**src/inc/ec_map.svh**
```systemverilog
// command codes, reply bytes and timing figures of the host interface
`ifndef EC_MAP_SVH
`define EC_MAP_SVH

// ----------------------------------------------------------------------
// command bytes (os set; mgmt set uses the same low bits on its base)
// ----------------------------------------------------------------------
`define OS_CMD_BASE      8'h80
`define MGMT_CMD_BASE    8'hc0
`define CMD_BASE_MASK    8'hf8
`define CMD_OP_LSB       0
`define CMD_OP_MSB       2
`define OP_BYTE_READ     3'h0
`define OP_BYTE_WRITE    3'h1
`define OP_BURST_ON      3'h2
`define OP_BURST_OFF     3'h3
`define OP_EVENT_QUERY   3'h4

// ----------------------------------------------------------------------
// reply bytes and reset values
// ----------------------------------------------------------------------
`define BURST_ACK_BYTE   8'h90
`define NO_EVENT_CODE    8'h00
`define RESET_BYTE       8'h00

// ----------------------------------------------------------------------
// timing
// ----------------------------------------------------------------------
`define CLK_PERIOD_NS    10
`define BURST_FIRST_US   400
`define BURST_NEXT_US    50
`define BURST_TOTAL_US   1000
`define US_TO_CYC(us)    ((us) * 1000 / `CLK_PERIOD_NS)

`endif

```
**src/inc/ec_pkg.sv**
```systemverilog
// types shared by the host interface command interpreter
package ec_pkg;

    typedef enum logic [2:0] {
        ST_IDLE  = 3'b000,
        ST_ADDR  = 3'b001,
        ST_DATA  = 3'b010,
        ST_READ  = 3'b011,
        ST_REPLY = 3'b100
    } ec_state_e;

    typedef enum logic [2:0] {
        OP_READ      = 3'b000,
        OP_WRITE     = 3'b001,
        OP_BURST_ON  = 3'b010,
        OP_BURST_OFF = 3'b011,
        OP_QUERY     = 3'b100,
        OP_NONE      = 3'b111
    } ec_op_e;

    typedef enum logic {
        ENV_OS   = 1'b0,
        ENV_MGMT = 1'b1
    } ec_env_e;

endpackage : ec_pkg

```
**src/core/ec_space_ram.sv**
```systemverilog
// byte-wide address space behind the read and write commands
`timescale 1ns/1ps
module ec_space_ram #(
    parameter int AW = 8,
    parameter int DW = 8
) (
    // clock
    input  wire logic          sys_clk,
    // write port
    input  wire logic          we,
    input  wire logic [AW-1:0] addr,
    input  wire logic [DW-1:0] wdata,
    // registered read data
    output logic      [DW-1:0] rdata
);
    if (AW < 1 || DW < 1)
    begin : g_check
        $error("ec_space_ram: widths must be positive");
    end

    logic [DW-1:0] mem [(1 << AW)-1:0];

    // no reset: contents are software data, read data follows next edge
    always_ff @(posedge sys_clk)
    begin
        if (we)
        begin
            mem[addr] <= wdata;
        end
        rdata <= mem[addr];
    end
endmodule : ec_space_ram

```
**src/core/ec_host_if.sv**
```systemverilog
// command interpreter of the embedded controller host interface
//
// Summary of operation
// - burst ends if no first host access within 400 us.
// - burst ends if 50 us pass between later host accesses.
// - burst ends after 1 ms total.
// - burst may drop on critical event; non-command exits interrupt the host.
// - interrupts keep coming normally while in burst.
// - in burst every access is answered within 50 us.
// - burst-on 0x82: set burst, reply 0x90, output full, interrupt.
// - burst-off 0x83: clear burst, interrupt as input empties.
// - query 0x84 returns one notification code byte.
// - code zero only means no outstanding event.
// - event sets pending flag first, then interrupts, then awaits query.
// - codes enter output buffer only as reply to a query.
// - notifications queue per environment, QD deep, dropped when full; flag only if any.
// - mgmt events use mgmt pending flag and mgmt query command.
// - separate command set per environment; replies go to issuer.
// - interrupt is a one-cycle pulse for an edge-triggered input.
// - interrupt on input empty, output full, pending flag set.
// - read: interrupt on command byte, not address, then on data.
// - write: input-empty interrupt after each of its three bytes.
// - query: no interrupt on command byte, interrupt on reply.
// - burst-on: no interrupt on command byte, interrupt on ack.
// - command port write latches byte, sets input full and command.
// - data port read clears output full.
// - 0x80 is byte read, 0x81 is byte write.
`timescale 1ns/1ps
`include "ec_map.svh"
module ec_host_if #(
    parameter int FIRST_CYC = `US_TO_CYC(`BURST_FIRST_US),
    parameter int NEXT_CYC  = `US_TO_CYC(`BURST_NEXT_US),
    parameter int TOTAL_CYC = `US_TO_CYC(`BURST_TOTAL_US),
    parameter int QD        = 4
) (
    // clock and reset
    input  wire logic       sys_clk,
    input  wire logic       reset_n,
    // host port, same clock
    input  wire logic       host_cmd_wr,
    input  wire logic       host_data_wr,
    input  wire logic [7:0] host_wdata,
    input  wire logic       host_data_rd,
    // status and output data seen by the host
    output logic      [7:0] output_data,
    output logic            output_full,
    output logic            input_full,
    output logic            cmd_flag,
    output logic            burst_mode,
    output logic            os_event_pending,
    output logic            mgmt_event_pending,
    // pulsed interrupts
    output logic            os_interrupt,
    output logic            mgmt_interrupt,
    // event sources and queue-full flags
    input  wire logic       os_event_req,
    input  wire logic [7:0] os_event_code,
    input  wire logic       mgmt_event_req,
    input  wire logic [7:0] mgmt_event_code,
    input  wire logic       critical_event,
    output logic            os_queue_full,
    output logic            mgmt_queue_full
);
    localparam int TW  = $clog2(TOTAL_CYC + 1);
    localparam int QCW = $clog2(QD + 1);

    if (QD < 1 || QD > 16 || NEXT_CYC < 1 || FIRST_CYC < 1
        || TOTAL_CYC < NEXT_CYC || TOTAL_CYC < FIRST_CYC)
    begin : g_check
        $error("ec_host_if: unusable queue depth or burst limits");
    end

    // ------------------------------------------------------------------
    // state
    // ------------------------------------------------------------------
    typedef struct packed {
        ec_pkg::ec_state_e             state;
        ec_pkg::ec_op_e                op;
        ec_pkg::ec_env_e               env;
        logic [7:0]                    in_byte;
        logic                          input_full;
        logic                          cmd_flag;
        logic [7:0]                    reply;
        logic [7:0]                    output_data;
        logic                          output_full;
        logic                          burst_mode;
        ec_pkg::ec_env_e               burst_env;
        logic                          burst_first;
        logic [TW-1:0]                 idle_cnt;
        logic [TW-1:0]                 total_cnt;
        logic [1:0][QD-1:0][7:0]       q;
        logic [1:0][QCW-1:0]           qcnt;
        logic [1:0]                    pend;
        logic [1:0]                    qfull;
        logic [1:0]                    irq_pend;
        logic [1:0]                    intr;
        logic                          cmd_off;
    } ctl_s;

    ctl_s       s;
    ctl_s       next_s;
    logic       mem_we;
    logic [7:0] mem_addr;
    logic [7:0] mem_rdata;

    // decode: low bits pick the operation, base picks the environment
    function automatic logic [3:0] decode(input logic [7:0] b);
        logic [2:0] op;
        op = b[`CMD_OP_MSB:`CMD_OP_LSB];
        decode = {1'b0, 3'b111};
        if (op <= `OP_EVENT_QUERY)
        begin
            if ((b & `CMD_BASE_MASK) == `OS_CMD_BASE)
                decode = {1'b0, op};
            else if ((b & `CMD_BASE_MASK) == `MGMT_CMD_BASE)
                decode = {1'b1, op};
        end
    endfunction : decode

    ec_space_ram #(.AW(8), .DW(8)) u_space (
        .sys_clk (sys_clk),
        .we      (mem_we),
        .addr    (mem_addr),
        .wdata   (s.in_byte),
        .rdata   (mem_rdata)
    );

    // ------------------------------------------------------------------
    // next state
    // ------------------------------------------------------------------
    always_comb
    begin
        logic [1:0]     irq;
        logic [1:0]     pop;
        logic [3:0]     dec;
        logic           acc;
        logic           req;
        logic [7:0]     code;
        logic [QCW-1:0] cnt;
        next_s   = s;
        irq      = 2'b00;
        pop      = 2'b00;
        dec      = decode(s.in_byte);
        acc      = host_cmd_wr | host_data_wr | host_data_rd;
        req      = 1'b0;
        code     = `NO_EVENT_CODE;
        cnt      = '0;
        mem_we   = 1'b0;
        mem_addr = s.in_byte;
        next_s.cmd_off = 1'b0;

        case (s.state)
            ec_pkg::ST_IDLE:
            begin
                if (s.input_full)
                begin
                    next_s.input_full = 1'b0;
                    next_s.env = ec_pkg::ec_env_e'(dec[3]);
                    next_s.op  = ec_pkg::ec_op_e'(dec[2:0]);
                    if (!s.cmd_flag)
                        irq[s.env] = 1'b1;
                    else
                    begin
                        case (ec_pkg::ec_op_e'(dec[2:0]))
                            ec_pkg::OP_READ, ec_pkg::OP_WRITE:
                            begin
                                irq[dec[3]] = 1'b1;
                                next_s.state = ec_pkg::ST_ADDR;
                            end
                            ec_pkg::OP_BURST_ON:
                            begin
                                next_s.reply = `BURST_ACK_BYTE;
                                next_s.state = ec_pkg::ST_REPLY;
                            end
                            ec_pkg::OP_BURST_OFF:
                            begin
                                next_s.burst_mode = 1'b0;
                                next_s.cmd_off = s.burst_mode;
                                irq[dec[3]] = 1'b1;
                            end
                            ec_pkg::OP_QUERY:
                            begin
                                pop[dec[3]] = 1'b1;
                                next_s.reply = (s.qcnt[dec[3]] != '0)
                                    ? s.q[dec[3]][0] : `NO_EVENT_CODE;
                                next_s.state = ec_pkg::ST_REPLY;
                            end
                            default:
                                irq[dec[3]] = 1'b1;
                        endcase
                    end
                end
            end
            ec_pkg::ST_ADDR:
            begin
                // a new command byte aborts; idle then decodes it
                if (s.input_full && s.cmd_flag)
                    next_s.state = ec_pkg::ST_IDLE;
                else if (s.input_full)
                begin
                    next_s.input_full = 1'b0;
                    if (s.op == ec_pkg::OP_READ)
                        next_s.state = ec_pkg::ST_READ;
                    else
                    begin
                        irq[s.env] = 1'b1;
                        next_s.state = ec_pkg::ST_DATA;
                        next_s.reply = s.in_byte;
                    end
                end
            end
            ec_pkg::ST_DATA:
            begin
                mem_addr = s.reply;
                if (s.input_full && s.cmd_flag)
                    next_s.state = ec_pkg::ST_IDLE;
                else if (s.input_full)
                begin
                    next_s.input_full = 1'b0;
                    mem_we = 1'b1;
                    irq[s.env] = 1'b1;
                    next_s.state = ec_pkg::ST_IDLE;
                end
            end
            ec_pkg::ST_READ:
            begin
                next_s.reply = mem_rdata;
                next_s.state = ec_pkg::ST_REPLY;
            end
            ec_pkg::ST_REPLY:
            begin
                // waits for the host to drain the previous byte
                if (!s.output_full)
                begin
                    next_s.output_data = s.reply;
                    next_s.output_full = 1'b1;
                    irq[s.env] = 1'b1;
                    next_s.state = ec_pkg::ST_IDLE;
                    if (s.op == ec_pkg::OP_BURST_ON)
                    begin
                        next_s.burst_mode  = 1'b1;
                        next_s.burst_env   = s.env;
                        next_s.burst_first = 1'b1;
                        next_s.idle_cnt    = '0;
                        next_s.total_cnt   = '0;
                    end
                end
            end
            default:
                next_s.state = ec_pkg::ST_IDLE;
        endcase

        // host port after the engine: a fresh host byte wins
        if (host_cmd_wr || host_data_wr)
        begin
            next_s.in_byte    = host_wdata;
            next_s.input_full = 1'b1;
            next_s.cmd_flag   = host_cmd_wr;
        end
        // a stray read must not wipe a reply being loaded this cycle
        if (host_data_rd && s.output_full)
            next_s.output_full = 1'b0;

        // burst supervision
        if (s.burst_mode && next_s.burst_mode)
        begin
            next_s.idle_cnt  = s.idle_cnt + TW'(1);
            next_s.total_cnt = s.total_cnt + TW'(1);
            if (acc)
            begin
                next_s.idle_cnt    = '0;
                next_s.burst_first = 1'b0;
            end
            if ((s.burst_first && s.idle_cnt >= TW'(FIRST_CYC - 1))
                || (!s.burst_first && s.idle_cnt >= TW'(NEXT_CYC - 1))
                || s.total_cnt >= TW'(TOTAL_CYC - 1)
                || critical_event)
            begin
                next_s.burst_mode = 1'b0;
                irq[s.burst_env] = 1'b1;
            end
        end

        // per-environment notification queues
        for (int e = 0; e < 2; e++)
        begin
            req  = (e == 1) ? mgmt_event_req : os_event_req;
            code = (e == 1) ? mgmt_event_code : os_event_code;
            cnt  = s.qcnt[e];
            if (pop[e] && cnt != '0)
            begin
                for (int i = 0; i < QD - 1; i++)
                    next_s.q[e][i] = s.q[e][i+1];
                cnt = cnt - QCW'(1);
            end
            // zero is reserved, so it is never queued
            if (req && code != `NO_EVENT_CODE && cnt < QCW'(QD))
            begin
                next_s.q[e][cnt] = code;
                cnt = cnt + QCW'(1);
            end
            next_s.qcnt[e]  = cnt;
            next_s.pend[e]  = (cnt != '0);
            next_s.qfull[e] = (cnt == QCW'(QD));
            if (!s.pend[e] && next_s.pend[e])
                irq[e] = 1'b1;
        end

        // pulse shaper: one-cycle high, at least one low between pulses
        for (int e = 0; e < 2; e++)
        begin
            if (!s.intr[e] && s.irq_pend[e])
            begin
                next_s.intr[e]     = 1'b1;
                next_s.irq_pend[e] = irq[e];
            end
            else
            begin
                next_s.intr[e]     = 1'b0;
                next_s.irq_pend[e] = s.irq_pend[e] | irq[e];
            end
        end
    end

    always_ff @(posedge sys_clk or negedge reset_n)
    begin
        if (!reset_n)
            s <= '0;
        else
            s <= next_s;
    end

    // ------------------------------------------------------------------
    // outputs
    // ------------------------------------------------------------------
    assign output_data        = s.output_data;
    assign output_full        = s.output_full;
    assign input_full         = s.input_full;
    assign cmd_flag           = s.cmd_flag;
    assign burst_mode         = s.burst_mode;
    assign os_event_pending   = s.pend[0];
    assign mgmt_event_pending = s.pend[1];
    assign os_interrupt       = s.intr[0];
    assign mgmt_interrupt     = s.intr[1];
    assign os_queue_full      = s.qfull[0];
    assign mgmt_queue_full    = s.qfull[1];

    logic [TW:0] quiet;
    logic        seen;
    always_ff @(posedge sys_clk or negedge reset_n)
    begin
        if (!reset_n)
        begin
            quiet <= '0;
            seen  <= 1'b0;
        end
        else if (!s.burst_mode || host_cmd_wr || host_data_wr
                 || host_data_rd)
        begin
            quiet <= '0;
            seen  <= s.burst_mode;
        end
        else
            quiet <= quiet + (TW+1)'(1);
    end
endmodule : ec_host_if

```
**config.mk**
```make
export PLATFORM = sky130hd
export DESIGN_NAME = ec_host_if
export DESIGN_NICKNAME = d
export VERILOG_FILES = /design/src/inc/ec_pkg.sv /design/src/core/ec_space_ram.sv /design/src/core/ec_host_if.sv
export VERILOG_INCLUDE_DIRS = /design/src /design/src/inc
export SDC_FILE = /design/constraint.sdc
export NUM_CORES = 2
export LEC_CHECK = 0
export BUFFER_PORTS_ARGS = -buffer_cell sky130_fd_sc_hd__buf_2
export CAP_MARGIN = 5
export CELL_PAD_IN_SITES_DETAIL_PLACEMENT = 1
export CELL_PAD_IN_SITES_GLOBAL_PLACEMENT = 1
export CORE_MARGIN = 3
export CORE_UTILIZATION = 57
export DETAILED_ROUTE_END_ITERATION = 8
export GPL_TIMING_DRIVEN = 0
export PLACE_DENSITY_LB_ADDON = 0.1
export SETUP_SLACK_MARGIN = 0.3
export SLEW_MARGIN = 10
export SYNTH_ARGS = -nofsm -noshare
export SYNTH_HDL_FRONTEND = slang
export SYNTH_SLANG_ARGS = --single-unit
```
**constraint.sdc**
```tcl
create_clock -name sys_clk -period 9.2 [get_ports sys_clk]
set_input_delay 0.46 -clock sys_clk [delete_from_list [all_inputs] [get_ports sys_clk]]
set_output_delay 0.46 -clock sys_clk [all_outputs]
set_load 0.005 [all_outputs]
```
# --- Yosys cells after proc, flatten, opt, wreduce, memory -nomap -nowiden ---
# Memories as Yosys holds them, arrays and structs flattened. A register that Yosys moved wholly into a read port is not among the register bits.
# Index checks and enable logic that the tools add are counted.
totals:
  word_cells: 225
  memories: 1
  output_inout_bits: 18
  regBits: 149
  mem_bits_rw: 2048
classes:
  n_reduce_logical: 54
  bitwise: 6
  n_eq_ne: 25
  magnitude_cmp: 16
  addsub: 6
  mux: 89
mem_list:
  columns: ["memory", "words", "word_bits", "read_ports", "rd_clocked_by_memory_dff", "write_ports", "line_no", "source"]
  rows:
  - ["u_space.mem", 256, 8, 1, 1, 1, "ec_space_ram.sv:21", "logic [DW-1:0] mem [(1 << AW)-1:0];"]
op_table:
  columns: ["op", "count"]
  rows:
  - ["24-bit two-way mux", 4]
  - ["8-bit two-way mux", 11]
  - ["37-bit two-way mux", 2]
  - ["35-bit two-way mux", 2]
  - ["32-bit bitwise mux", 2]
  - ["3-bit two-way mux", 12]
  - ["17-bit by 1-bit adder with 17-bit output, second input constant", 2]
  - ["8-bit demux with 2-bit select", 2]
  - ["2-bit two-way mux", 16]
  - ["8-bit case mux with 3 select lines", 1]
  - ["1-bit two-way mux", 23]
  - ["3-bit nonzero test", 7]
  - ["1-bit logical AND", 20]
  - ["18-bit two-way mux", 1]
  - ["17-bit by 13-bit greater-or-equal comparator with 1-bit output, second input constant", 1]
  - ["17-bit by 16-bit greater-or-equal comparator with 1-bit output, second input constant", 1]
  - ["17-bit greater-or-equal comparator, second input constant", 1]
  - ["8-bit case mux with 2 select lines", 1]
  - ["8-bit nonzero test", 2]
  - ["3-bit by 2-bit == test with 1-bit output, second input constant", 5]
  - ["3-bit case mux with 5 select lines", 1]
  - ["3-bit == test, second input constant", 4]
  - ["3-bit less-than comparator, second input constant", 4]
  - ["4-bit two-way mux", 3]
  - ["other kinds (30)", 68]

# --- Longest topological paths before layout ---
depth:
  ltp_word: 22
  mapped_depth: 13
  ltp_nobuf: 11

# --- Modules after synthesis ---
# A second synthesis with hierarchy kept.
hier_totals:
  cells_unflattened: 4399
  hier_area_um2: 86671.9
by_module_without_submodules:
  columns: ["module", "cells_per_inst", "area_each_um2", "instances"]
  rows:
  - ["ec_space_ram", 3547, 78492.8, 1]
  - ["ec_host_if", 852, 8179.1, 1]

# --- Worst setup path after synthesis ---
# No wires, ideal clock.
synth_path:
  path_type: "flip-flop to flip-flop"
  from: "register s[142] in the netlist's numbering"
  to: "register s[4] in the netlist's numbering"
  required_ps: 9074
  slack_ps: 3063
  synth_period_minus_slack_ps: 6137
  t_arrival_ps: 6011
  stages_incl_launch_ff: 13
  cell_sequence: "dfrtp_1 > buf_4 > or4b_4 > nor3_4 > nand3_1 > buf_2 > clkbuf_1 > nand3_1 > o31ai_1 > ha_1 > o21a_1 > a21oi_1 > a311o_1"
synth_lines:
  columns: ["item", "line_no", "source"]
  rows:
  - ["start: declaration", "ec_host_if.sv:100", "ctl_s s;"]
  - ["start signal: assignment", "ec_host_if.sv:330", "s <= next_s;"]

# --- Worst setup path after layout ---
layout_path:
  from: "register s[149] in the netlist's numbering"
  to: "register u_space.rdata[2] (read register of u_space.mem)"
layout_between:
  elab_chain_cells: 2
layout_lines:
  columns: ["item", "line_no", "source"]
  rows:
  - ["3-bit by 2-bit == test with 1-bit output", "ec_host_if.sv:152", "case (s.state)"]
  - ["8-bit two-way mux", "ec_host_if.sv:152", null]
  - ["end: declaration", "ec_space_ram.sv:14", "output logic [DW-1:0] rdata"]
# Every way passes these cells.
# A chain may end at the register's enable or synchronous reset.

==> impl_metrics.csv <==
group,metric,value,unit
power,p_sw,0.0101,W
power,combPwrFrac,27.7,%
sta,rsz0062_at_grt,"no",
logic_synthesis,synth_fp_nets,6500,
logic_synthesis,ys_seq_elements,2205,
global_route,grt_pass1_vias,63300,
hold_path,worst_hold_path.num_cells,3,
die,dieArea,160000,µm²
critical_path,crit_path_end_kind,"register",
die,start_util,57.5,%
critical_path,path_depth,11,
routing,ant_nets,0,
clock_tree,post_cts_resized,0,
power,clockPowerShare,31.7,%
die,die_h,400,µm
clock_tree,cts_hold_buf,29,
logic_synthesis,synth_edf_count,2048,
critical_path,critPathArrivalTime,6850,ps
sta,max_slew_margin,0.955,%
logic_synthesis,ys_async_sr_fraction,6.76,%
final_layout,drive_gt1_share,9.39,%
power,seqPwrFrac,40.6,%
sta,finalClockSkew,39.6,ps
routing,vias,62700,
critical_path,path_buf_inv,3,
job,drv_cap,0,
routing,drt_iter0_drc,10000,
routing,via_per_inst,6.95,
global_route,grt_pass1_wl,478000,µm
clock_tree,cts_tree,"yes",
die,fp.dieW,400,µm
critical_path,cp_slowest_cell,"mux2i_2",
critical_path,r2r_cells,11,
clock_tree,clockBufferDepth,3,
sta,tightest_slew,1490,ps
sta,post-route-min-period,6130,ps
logic_synthesis,ys_seq_area_share,73.8,%
logic_synthesis,synth_cells,6459,
final_layout,area_growth,12.4,%
status,status,"completed",
power,p_leak,34.3,nW
final_layout,fin_nets,6834,
logic_synthesis,dominantRegCellSynth,"edfxtp_1",
die,boundaryPins,50,
clock_tree,cts-root-buf,"clkbuf_16",
critical_path,start_kind,"register",
placement,gp_congestion,1.04,
global_route,grt_max_degree,103,
critical_path,crit_type,"reg2reg",
routing,drc,0,
die,coreArea,154000,µm²
die,row_count,144,
power,p_sw_share,36.4,%
power,power.internal,0.0176,W
sta,hold_viol_final,0,
final_layout,mostFrequentLayoutCell,"edfxtp_1",
routing,wl_per_cell,38.2,µm
clock_tree,clock_sinks,2205,
power,ir_drop,191,µV
logic_synthesis,yosysUniqueCellTypes,73,
logic_synthesis,avgSynthCellArea,13.7,µm²
sta,timing.final.max_slew_violations,0,
routing,wirelength,345000,µm
placement,hpwl,240000,µm
critical_path,critical_path.top_delay_family,"simple AND/OR/NAND/NOR gates",
hold_path,hp-class,"in2reg",
critical_path,worst_path_most_repeated_cell,"nand4_1",
critical_path,cp_max_fo,10,
sta,fmax,0.163,GHz
sta,fin_crit_sh,66.6,%
clock_tree,cts_htree_levels,4,
power,p_total,0.0277,W
clock_tree,numCtsBuffers,218,
logic_synthesis,ys_warn_count,0,
clock_tree,worstSkewPairLatency,860,ps
final_layout,final_area,99600,µm²
logic_synthesis,mappedNetlistArea,88600,µm²
global_route,antenna_found_initial,33,
power,p_per_area,279,nW/µm²
critical_path,worstPathRequired,9920,ps
final_layout,final_util,64.6,%
clock_tree,post_cts_buffers,0,
placement,post_dp_cell_area,92400,µm²
global_route,grt.total_usage,42.6,%
critical_path,cpPeakStageDelay,850,ps
global_route,grt-ovfl-total,0,
clock_tree,cts.clk_slew.worst_paths,70,ps
final_layout,layout_common_cells,"edfxtp_1 (2048), nand2_1 (1457), mux2i_1 (468)",
sta,finalSetupViolCount,0,
routing,firstDrtPassIters,6,
critical_path,critical_path.cell_chain,"buf_4, nor3b_2, buf_4, mux2i_2, nand2_1, nor2_1, clkbuf_1, nand4_1, nand4_1, o21ai_0, nand4_1",
placement,io_buffer_count,49,
worst min-delay path: cells and delay by family:
family | cells | cell delay [ps]
buf+inv | 1 | 100
compound gates | 1 | 190
simple gates | 1 | 80
path summary, 6_finish.rpt:
path                                 from          endpoint  slack (ps)
max                                s[149]  u_space.rdata[2]        3070
max in group asynchronous         reset_n            s[142]        8210
min in group asynchronous         reset_n             s[88]         100
min                          host_data_wr            s[113]          20
max reg2reg                        s[149]  u_space.rdata[2]        3070
min reg2reg                mgmt_interrupt    mgmt_interrupt         490
sequential cells by signal, indices dropped and copies added (netlist names), 8 cells and up:
signal / flops
u_space.rdata: 8
u_space.mem: 2048
output_data: 8
s: 131
synth_stat cells, types with 6 or more instances:
cell type	number	area [µm²]
mux2i_1	470	4700
o31ai_1	10	75.1
edfxtp_1	2048	61500
nand3b_1	9	67.6
and3_1	31	194
o21ai_1	15	75.1
nand2_1	1457	5470
o2111ai_1	23	201
o221ai_1	7	61.3
mux2_2	40	450
dfxtp_1	8	160
o21ai_0	113	566
a32oi_1	60	526
clkbuf_1	206	773
buf_1	32	120
nand3_1	414	2070
and2_1	9	56.3
nor4_1	17	106
a311oi_1	14	123
inv_1	26	97.6
nor2_1	326	1220
a21oi_1	243	1220
ha_1	9	113
buf_2	162	811
a211oi_1	23	173
nand4_1	127	795
o211ai_1	19	143
a22oi_1	46	345
o21a_1	9	67.6
a221oi_1	71	622
a31oi_1	151	945
nor2b_1	6	37.5
buf_4	18	135
dfrtp_1	149	3730
a41oi_1	16	140
layout make-up:
cell class | instances | area, µm²
Tap cell | 2044 | 2560
Inverter | 27 | 101
Multi-Input combinational cell | 3807 | 21300
Sequential cell | 2205 | 65400
Buffer | 420 | 1890
Clock inverter | 128 | 1160
Antenna cell | 12 | 30.0
Timing Repair Buffer | 114 | 1450
Clock buffer | 272 | 5700
Fill cell | 14300 | 54600
power by group through the flow:
stage | combinational [W] | sequential [W] | clock, W
3_3_place_gp | 0.00656 | 0.0118 | 0
4_1_cts | 0.00720 | 0.0113 | 0.00874
6_report | 0.00768 | 0.0113 | 0.00880
3_5_place_dp | 0.00710 | 0.0115 | 0
5_1_grt | 0.00767 | 0.0113 | 0.00916
2_1_floorplan | 0.00336 | 0.0116 | 0
metal layers:
layer  global-route usage, %  up-vias  wire length, µm
met5                       0        -               59
met3                    13.4     1137            45700
met2                    62.7     4962           150000
met1                    54.2    31800           120000
li1                        -    24800                -
met4                    29.6       10            29300
logic make-up after synthesis:
logic type | count (synthesis) | synth area share (%)
flops | 2205 | 73.8
simple gates | 2428 | 11.6
compound gates | 846 | 6.20
fa+ha+maj | 9 | 0.127
mux | 514 | 5.92
xor+xnor | 10 | 0.137
buf+inv | 447 | 2.22
stage by stage:
stage	TNS [ps]	worst slack [ps]	cells	hold WS, ps
detailed placement	0	3180	8588	387
CTS	0	3210	9017	4.89
global placement	-7691800	-5490	8552	469
global route	0	3240	9017	18.8
finish	0	3070	9029	24.7
floorplan	0	3060	6459	164
No activity file was read; power rests on OpenSTA's default activity.
